==> src/rtl/atic_pkg.sv <==
// constants, types and field layout of the aging trim / irq config mirror
// assumes a single 100 MHz clock domain with synchronous active-high reset
// Summary of operation
// - after power-up and first refresh delay, stored byte loads into the mirror
// - shipped value is 00h: both enables clear, trim zero
// - byte always readable; writes ignored while password protection active
// - bit7 power-up irq enable, bit6 low-voltage irq enable, bits5:0 trim
// - trim is six-bit two's complement, -32 to +31 steps
// - one trim step is 1/(32768*128), about 0.2384 ppm
// - enables gate each event onto the interrupt pin; clear means no assertion
package atic_pkg;

  localparam logic [7:0]  CFG_OFFSET        = 8'hC1;
  localparam logic [7:0]  CFG_RESET         = 8'h00;
  localparam int          PWR_IRQ_BIT       = 7;
  localparam int          LV_IRQ_BIT        = 6;
  localparam int          TRIM_MSB          = 5;
  localparam int          TRIM_W            = 6;
  localparam int          CLK_PERIOD_NS     = 10;
  localparam int          REFRESH_DELAY_MS  = 66;
  localparam int          REFRESH_CYCLES    = REFRESH_DELAY_MS * 1000000 / CLK_PERIOD_NS;
  localparam int          STEP_DENOM        = 32768 * 128;
  localparam int          STEP_PPB          = 238;

  typedef enum logic [1:0] {WAIT_REFRESH, LOAD, RUN} atic_phase_type;

  typedef struct packed {
    logic       pwrIrqEn;
    logic       lvIrqEn;
    logic [5:0] trim;
  } atic_cfg_type;

  typedef struct packed {
    logic [7:0] addr;
    logic       wrEn;
    logic [7:0] wrData;
  } atic_req_type;

endpackage

==> src/rtl/atic_irq_gate.sv <==
// interrupt request latch for one event source
// assumes event and flag-clear come from logic on the same clock
`timescale 1ns/1ps
module atic_irq_gate
  import atic_pkg::*;
(
  input  wire logic sys_clk,     // system clock
  input  wire logic rst,         // sync reset
  input  wire logic enable,      // enable bit from mirror
  input  wire logic eventPulse,  // event occurrence
  input  wire logic flagClear,   // software clears event flag
  output logic      irqReq       // held request
);

  typedef struct packed {
    logic req;
  } atic_gate_type;

  atic_gate_type st_ff;
  atic_gate_type nxt_st;

  always_comb
  begin
    nxt_st = st_ff;
    if (flagClear)
      nxt_st.req = 1'b0;
    // a new event wins over a simultaneous clear
    if (eventPulse && enable)
      nxt_st.req = 1'b1;
    if (!enable)
      nxt_st.req = 1'b0;
  end

  always_ff @(posedge sys_clk)
  begin
    if (rst)
      st_ff <= '0;
    else
      st_ff <= nxt_st;
  end

  assign irqReq = st_ff.req;

  held_until_clear_a : assert property (@(posedge sys_clk) disable iff (rst)
    (irqReq && enable && !flagClear) |=> irqReq) else $error("request dropped early");
  no_req_disabled_a : assert property (@(posedge sys_clk) disable iff (rst)
    !enable |=> !irqReq) else $error("request while disabled");
  event_sets_a : assert property (@(posedge sys_clk) disable iff (rst)
    (eventPulse && enable) |=> irqReq) else $error("event not latched");

endmodule

==> src/rtl/atic_mirror.sv <==
// volatile mirror of the aging trim / irq enable configuration byte
// assumes stored byte, events and flag clears arrive on sys_clk; pins pre-synced
`timescale 1ns/1ps
module atic_mirror
  import atic_pkg::*;
#(
  parameter int REFRESH_CNT = REFRESH_CYCLES
)
(
  input  wire logic         sys_clk,        // system clock
  input  wire logic         rst,            // sync reset, power-up
  input  wire logic [7:0]   storedByte,     // nonvolatile stored value
  input  wire atic_req_type req,            // host register access
  input  wire logic         writeProtect,   // password protection active
  input  wire logic         pwrUpEvent,     // power-up event pulse
  input  wire logic         lowVoltEvent,   // low-voltage event pulse
  input  wire logic         pwrFlagClear,   // power_up_event_flag cleared
  input  wire logic         lvFlagClear,    // low-voltage flag cleared
  output logic [7:0]        rdData,         // read data
  output atic_cfg_type      mirror,         // mirror value to logic
  output logic signed [5:0] agingTrim,      // signed trim steps
  output logic              mirrorValid,    // first refresh done
  output logic              irqOut          // interrupt request
);

  initial
  begin
    if (REFRESH_CNT < 1)
      $error("REFRESH_CNT must be at least 1");
  end

  typedef struct packed {
    atic_phase_type phase;
    logic [31:0]    cnt;
    atic_cfg_type   cfg;
    logic [7:0]     rd;
  } atic_state_type;

  atic_state_type st_ff;
  atic_state_type nxt_st;
  logic           pwrReq;
  logic           lvReq;
  logic           hit;

  function automatic logic addrHit(input logic [7:0] a);
    addrHit = (a == CFG_OFFSET);
  endfunction

  assign hit = addrHit(req.addr);

  //////////////////////////////////////////////////////////////////////////////

  always_comb
  begin
    nxt_st = st_ff;
    nxt_st.rd = hit ? st_ff.cfg : 8'h00;
    case (st_ff.phase)
      WAIT_REFRESH:
      begin
        if (st_ff.cnt >= 32'(REFRESH_CNT - 1))
          nxt_st.phase = LOAD;
        else
          nxt_st.cnt = st_ff.cnt + 32'h00000001;
      end
      LOAD:
      begin
        nxt_st.cfg = storedByte;
        nxt_st.phase = RUN;
      end
      RUN:
      begin
        // protected writes are dropped silently
        if (req.wrEn && hit && !writeProtect)
          nxt_st.cfg = req.wrData;
      end
      default:
        nxt_st.phase = WAIT_REFRESH;
    endcase
  end

  always_ff @(posedge sys_clk)
  begin
    if (rst)
    begin
      st_ff.phase <= WAIT_REFRESH;
      st_ff.cnt   <= 32'h00000000;
      st_ff.cfg   <= CFG_RESET;
      st_ff.rd    <= 8'h00;
    end
    else
      st_ff <= nxt_st;
  end

  //////////////////////////////////////////////////////////////////////////////

  atic_irq_gate u_pwr (
    .sys_clk    (sys_clk),
    .rst        (rst),
    .enable     (st_ff.cfg.pwrIrqEn),
    .eventPulse (pwrUpEvent),
    .flagClear  (pwrFlagClear),
    .irqReq     (pwrReq)
  );

  atic_irq_gate u_lv (
    .sys_clk    (sys_clk),
    .rst        (rst),
    .enable     (st_ff.cfg.lvIrqEn),
    .eventPulse (lowVoltEvent),
    .flagClear  (lvFlagClear),
    .irqReq     (lvReq)
  );

  assign irqOut      = pwrReq | lvReq;
  assign rdData      = st_ff.rd;
  assign mirror      = st_ff.cfg;
  // each step is 1/(32768*128) of frequency; consumer scales by STEP_DENOM
  assign agingTrim   = $signed(st_ff.cfg.trim);
  assign mirrorValid = (st_ff.phase == RUN);

  //////////////////////////////////////////////////////////////////////////////

  load_after_delay_a : assert property (@(posedge sys_clk) disable iff (rst)
    (st_ff.phase == LOAD) |=> (mirror == $past(storedByte) && mirrorValid))
    else $error("mirror not loaded from store");
  no_early_valid_a : assert property (@(posedge sys_clk) disable iff (rst)
    (st_ff.phase == WAIT_REFRESH) |-> !mirrorValid) else $error("valid too early");
  protect_blocks_a : assert property (@(posedge sys_clk) disable iff (rst)
    (mirrorValid && req.wrEn && writeProtect) |=> $stable(mirror))
    else $error("protected write took effect");
  write_lands_a : assert property (@(posedge sys_clk) disable iff (rst)
    (mirrorValid && req.wrEn && hit && !writeProtect) |=> mirror == $past(req.wrData))
    else $error("write lost");
  read_back_a : assert property (@(posedge sys_clk) disable iff (rst)
    hit |=> rdData == $past(mirror)) else $error("read data wrong");
  field_layout_a : assert property (@(posedge sys_clk) disable iff (rst)
    mirror.pwrIrqEn == rdData[PWR_IRQ_BIT] || !$past(hit) || $changed(mirror))
    else $error("enable bit misplaced");
  trim_sign_a : assert property (@(posedge sys_clk) disable iff (rst)
    (agingTrim < 0) == mirror.trim[TRIM_MSB]) else $error("trim sign wrong");
  irq_gate_a : assert property (@(posedge sys_clk) disable iff (rst)
    (!mirror.pwrIrqEn && !mirror.lvIrqEn) |=> !irqOut || $changed(mirror))
    else $error("irq while disabled");
  reset_value_a : assert property (@(posedge sys_clk)
    $past(rst) |-> mirror == CFG_RESET) else $error("reset value wrong");

endmodule

==> config.mk <==
export PLATFORM = sky130hd
export DESIGN_NAME = atic_mirror
export DESIGN_NICKNAME = d
export VERILOG_FILES = /design/src/rtl/atic_pkg.sv /design/src/rtl/atic_irq_gate.sv /design/src/rtl/atic_mirror.sv
export SDC_FILE = /design/constraint.sdc
export NUM_CORES = 1
export LEC_CHECK = 0
export BUFFER_PORTS_ARGS = -buffer_cell sky130_fd_sc_hd__buf_2
export CAP_MARGIN = 20
export CORE_MARGIN = 2
export CORE_UTILIZATION = 33
export CTS_BUF_LIST = sky130_fd_sc_hd__clkbuf_8 sky130_fd_sc_hd__clkbuf_16
export CTS_CLUSTER_SIZE = 25
export DETAILED_ROUTE_END_ITERATION = 7
export GPL_TIMING_DRIVEN = 0
export PLACE_DENSITY = 0.57
export RECOVER_POWER = 25
export SLEW_MARGIN = 20
export SYNTH_ARGS = -nofsm -noshare
export SYNTH_HDL_FRONTEND = slang
export SYNTH_SLANG_ARGS = --single-unit
==> constraint.sdc <==
create_clock -name sys_clk -period 3.8 [get_ports sys_clk]
set_input_delay 0.76 -clock sys_clk [delete_from_list [all_inputs] [get_ports sys_clk]]
set_output_delay 0.76 -clock sys_clk [all_outputs]
set_load 0.03 [all_outputs]
== Word level (Yosys, flattened, before mapping) ==
Index checks and enable logic that the tools add are counted.
W data, S select, Z words.

* Flip-flop bits (word level): 52

* Equality and inequality tests: 5
* Mux-type cells: 8
* Magnitude comparators: 1
* Add/subtract/negate cells: 1
* Reduce and logical (&&, ||, !) cells: 15
* Bitwise gates (word level): 6

{| class="wikitable"
|+ Operator list
! cell !! count
|-
| $add A32 B1 Y32 const B || 1
|-
| $ge A32 B23 Y1 const B || 1
|-
| $pmux W8 S2 || 1
|-
| $eq A8 B8 Y1 const B || 1
|-
| $mux W8 || 1
|-
| $pmux W2 S3 || 1
|-
| $reduce_and A2 Y1 || 3
|-
| $reduce_bool A2 Y1 || 3
|-
| $reduce_or A2 Y1 || 3
|-
| $not A1 Y1 || 5
|-
| $logic_and A1 B1 Y1 || 4
|-
| $mux W1 || 4
|-
| $eq A2 B1 Y1 const B || 1
|-
| $eq A2 B2 Y1 const B || 1
|-
| $logic_not A2 Y1 || 1
|-
| $mux W2 || 1
|-
| $ne A2 B1 Y1 const B || 1
|-
| $ne A2 B2 Y1 const B || 1
|-
| $logic_not A1 Y1 || 1
|-
| $or A1 B1 Y1 || 1
|}

== Depth between registers and ports, before layout ==
* Word-level depth: 5
* Mapped depth: 8

== By module ==
Synthesis repeated with hierarchy kept, for this count alone.

* Cell total of the unflattened synthesis: 269
* Area total of the unflattened synthesis: 2478.6 um^2

{| class="wikitable"
|+ By module, submodules not included
! module !! sequential area each (um^2) !! area each (um^2) !! instances !! cells an instance
|-
| atic_mirror || 1001.0 || 2398.6 || 1 || 261
|-
| atic_irq_gate || 20.0 || 40.0 || 2 || 4
|}

== Least setup slack after synthesis ==
No wires, ideal clock.

* Path type: input to register
* Start: in req[10] in the netlist's numbering
* End: reg st_ff (netlist bit agingTrim[2])
* Library setup time: 0.128 ns
* Required time: 3.672 ns
* Cell stages on the path: 6
* Path buffers: 1
* Data arrival time: 2.151 ns
* Setup slack: 1.522 ns
* Cells stage by stage: or4b_1 nor4_1 a41oi_1 buf_2 a21oi_1 nor2_1

* Cells in the longest elaborated chain, start to end: 5

{| class="wikitable"
|+ Ends and longest elaborated chain
! element !! RTL line !! text
|-
| start, declared || atic_mirror.sv:13 || <nowiki>input wire atic_req_type req,</nowiki>
|-
| $eq A8 B8 Y1 || atic_mirror.sv:46 || <nowiki>addrHit = (a == CFG_OFFSET);</nowiki>
|-
| $logic_and A1 B1 Y1 (2 in a row) || atic_mirror.sv:73 || <nowiki>if (req.wrEn && hit && !writeProtect)</nowiki>
|-
| $ne A2 B1 Y1 (no line) || n/a ||
|-
| $reduce_and A2 Y1 (no line) || n/a ||
|-
| end signal, assigned || atic_mirror.sv:91 || <nowiki>st_ff <= nxt_st;</nowiki>
|-
| end, declared || atic_mirror.sv:39 || <nowiki>atic_state_type st_ff;</nowiki>
|}

Every way passes these cells.
A chain may end at the register's enable or synchronous reset.

== Worst setup path after layout ==
* Start: reg st_ff[49] in the netlist's numbering
* End: out mirrorValid

* Cells in the longest elaborated chain, start to end: 1

{| class="wikitable"
|+ Ends and longest elaborated chain
! element !! RTL line !! text
|-
| $eq A2 B2 Y1 || atic_mirror.sv:119 || <nowiki>assign mirrorValid = (st_ff.phase == RUN);</nowiki>
|-
| end, declared || atic_mirror.sv:22 || <nowiki>output logic mirrorValid,</nowiki>
|}

Every way passes these cells.

==> impl_metrics.env <==
export IMPL_r2r_setup_slack_ps=1560
export IMPL_fin_tns_setup_ps=0
export IMPL_drc=0
export IMPL_place_congestion=0.7482
export IMPL_crit_type="reg -> out"
export IMPL_fp_dieW_um=88.77
export IMPL_cp_arrival_ps=1700
export IMPL_syn_inst=267
export IMPL_fp_row_count=30
export IMPL_min_from="st_ff[47]"
export IMPL_core_area_um2=6869
export IMPL_reg2reg_from="st_ff[16]"
export IMPL_seq_area_frac_synth_pct=43.91
export IMPL_synth_area_leaders="dfxtp_1 (44%), buf_4 (7.0%), a21oi_1 (5.7%)"
export IMPL_cp_end_kind="output pin"
export IMPL_clock_root_buffer="clkbuf_8"
export IMPL_antenna_found_initial=0
export IMPL_start_util_pct=34.52
export IMPL_htreeDepth=2
export IMPL_synth_flop_cell="dfxtp_1"
export IMPL_drt_iter0_markers=91
export IMPL_synth_area_per_cell_um2=8.880
export IMPL_cts_setup_buffers=0
export IMPL_synth_common_cells="dfxtp_1 (52), a21oi_1 (27), nor2_1 (25)"
export IMPL_ys_ff_latch=52
export IMPL_ctsHoldBuffers=0
export IMPL_tightest_slew_ps=629.4
export IMPL_startpoint_type="flop"
export IMPL_period_share_pct=64.78
export IMPL_crit_required_ps=3040
export IMPL_power_mw=1.002
export IMPL_cts_path_max_buffers=2
export IMPL_n_antenna_cell=0
export IMPL_p_leak_nw=1.130
export IMPL_seq_power_share_pct=56.5
export IMPL_vias_per_cell=4.548
export IMPL_track_usage_pct=13.16
export IMPL_p_sw_share_pct=26.61
export IMPL_grt_pass1_wl_um=8086
export IMPL_overflow=0
export IMPL_cap_violations=0
export IMPL_worstHoldPathType="reg -> reg"
export IMPL_synth_fp_nets=300
export IMPL_drt_antenna_violating_nets=0
export IMPL_grt_pass1_vias=1796
export IMPL_synthArstFlopShare_pct=0
export IMPL_max_freq_mhz=406.3
export IMPL_place_hpwl_um=3604
export IMPL_fillers=716
export IMPL_rsz0062_at_grt="false"
export IMPL_area_delta_synth_final_pct=20.05
export IMPL_drive_gt1_share_pct=27.96
export IMPL_status="completed"
export IMPL_slew_headroom_pct=58.04
export IMPL_drv_slew=0
export IMPL_top_level_ports=56
export IMPL_drtPass1Iterations=4
export IMPL_die_area_um2=7879
export IMPL_grt_max_degree=19
export IMPL_clock_skew_ps=11.37
export IMPL_vias=1933
export IMPL_numCtsBuffers=5
export IMPL_min_to="st_ff[47]"
export IMPL_p_per_area_nw_per_um2=352.1
export IMPL_path_clk_slew_ps=100
export IMPL_yosys_warnings=0
export IMPL_yosysUniqueCellTypes=41
export IMPL_final_nets=361
export IMPL_finalCriticalPeriod_ps=2461
export IMPL_path_buf_inv=2
export IMPL_yosysTopAreaCellShare_pct=43.91
export IMPL_die_height_um=88.77
export IMPL_peakVddDrop_mv=0.1597
export IMPL_slowest_stage="buf_1"
export IMPL_power_switching_uw=266.7
export IMPL_path_delay_family="buffers and inverters"
export IMPL_setup_viol=0
export IMPL_synth_edff_count=0
export IMPL_cts_tree="built"
export IMPL_clkPwrFrac_pct=33.4
export IMPL_crit_chain="nor2b_1 > buf_1 > buf_2"
export IMPL_yosysMostFrequentCell="dfxtp_1"
export IMPL_routedWlPerCell_um=11.50
export IMPL_hold_viol_final=0
export IMPL_p_int_uw=735.6
export IMPL_cp_slowest_stage_delay_ps=510
export IMPL_worstRegToRegCells=8
export IMPL_io_buffers=54
export IMPL_cts_sinks=52
export IMPL_reg2reg_to="st_ff[35]"
export IMPL_cts_resized=0
export IMPL_hold_depth=1
export IMPL_cp_max_fo=10
export IMPL_synth_area_leader_cell="dfxtp_1"
export IMPL_combPwrFrac_pct=10.1
export IMPL_syn_area_um2=2371
export IMPL_worstSkewPairLatency_ps=320
export IMPL_routed_wl_um=4889
-- metal layers --
metal	vias to the layer above	wire length, um	GRT usage [%]	part of all wire [%]
met5	-	0	0	0
met2	58	2068	21.51	42
met3	9	380	3.825	7.8
met4	0	73	4.132	1.5
li1	1026	-	-	-
met1	840	2367	16.75	48
-- metrics by stage --
stage               cells  hold WS [ps]  util [%]  worst slack [ps]  instance area [um2]
floorplan             267         438.5         -              1522                 2371
global placement      417         454.3     40.20              1170                 2761
detailed placement    417         458.3     40.20              1173                 2761
CTS                   425         475.3     41.57              1292                 2855
global route          425         481.7     41.44              1204                 2846
finish                425         473.2     41.44              1339                 2846
-- cell usage in the layout (no fill, tap or decap), types with 2 or more instances in the layout --
| master | netlist | layout |
|---|---|---|
| dfxtp_1 | 52 | 52 |
| buf_2 | 1 | 48 |
| a21oi_1 | 27 | 27 |
| nor2_1 | 25 | 25 |
| buf_4 | 22 | 22 |
| nor2b_1 | 13 | 13 |
| clkbuf_1 | 6 | 13 |
| or3_1 | 13 | 13 |
| o21ai_0 | 13 | 13 |
| inv_1 | 10 | 10 |
| nand2_1 | 10 | 10 |
| and2_1 | 10 | 10 |
| mux2i_1 | 9 | 9 |
| nand3_1 | 9 | 9 |
| or4_1 | 6 | 6 |
| o31ai_1 | 5 | 5 |
| clkbuf_8 | 0 | 5 |
| nor4_1 | 3 | 3 |
| buf_6 | 3 | 3 |
| xor2_1 | 3 | 3 |
| o21ai_2 | 2 | 2 |
| nor3_1 | 2 | 2 |
| nor3b_1 | 2 | 2 |
| nand4_1 | 2 | 2 |
| o211ai_2 | 2 | 2 |
| inv_6 | 0 | 2 |
-- cells by family (layout without fill, tap and decap cells) --
family,Yosys count,count (layout),share of synthesized area [%]
adders and majority gates,1,1,0.5276
buffers and inverters,43,105,11.29
and+or+nand+nor,102,102,23.64
DFF,52,52,43.91
muxes,9,9,3.800
AOI/OAI and AO/OA,56,56,15.36
xor gates and xnor gates,4,4,1.478
-- area by class of cell --
type / count / area [um2] / share of cell area (%)
well taps: 96 / 120.1 / 4.220
clock inverters: 3 / 25.02 / 0.8791
flip-flops and latches: 52 / 1041 / 36.57
inverters: 10 / 37.54 / 1.319
plain buffers: 33 / 230.2 / 8.088
clock buffers: 5 / 68.82 / 2.418
repair buffers: 54 / 261.5 / 9.187
multi-input cells: 172 / 1062 / 37.32
-- how the worst max path moves through the flow --
| stage | start | endpoint | slack, ps | cells past startpoint |
|---|---|---|---|---|
| after floorplan | req[10] | agingTrim[2] | 1520 | 6 |
| after global placement | req[10] | agingTrim[2] | 1170 | 7 |
| after detailed placement | req[10] | agingTrim[3] | 1170 | 7 |
| after CTS | st_ff[49] | mirrorValid | 1290 | 3 |
| after global routing | st_ff[49] | mirrorValid | 1200 | 3 |
| final | st_ff[49] | mirrorValid | 1340 | 3 |
-- registers in the layout, summed over array words and instances (netlist names) --
register      flops
st_ff            34
rdData            8
agingTrim         6
mirror            2
u_lv.irqReq       1
u_pwr.irqReq      1
-- power groups by stage --
stage / Sequential, mW / Combinational, mW / Clock [mW]
6_report: 0.566 / 0.101 / 0.335
5_1_grt: 0.568 / 0.114 / 0.375
4_1_cts: 0.567 / 0.103 / 0.350
3_5_place_dp: 0.579 / 0.102 / 0
3_3_place_gp: 0.578 / 0.101 / 0
2_1_floorplan: 0.576 / 0.0705 / 0
Note: power is estimated with default switching activity, not from simulation.
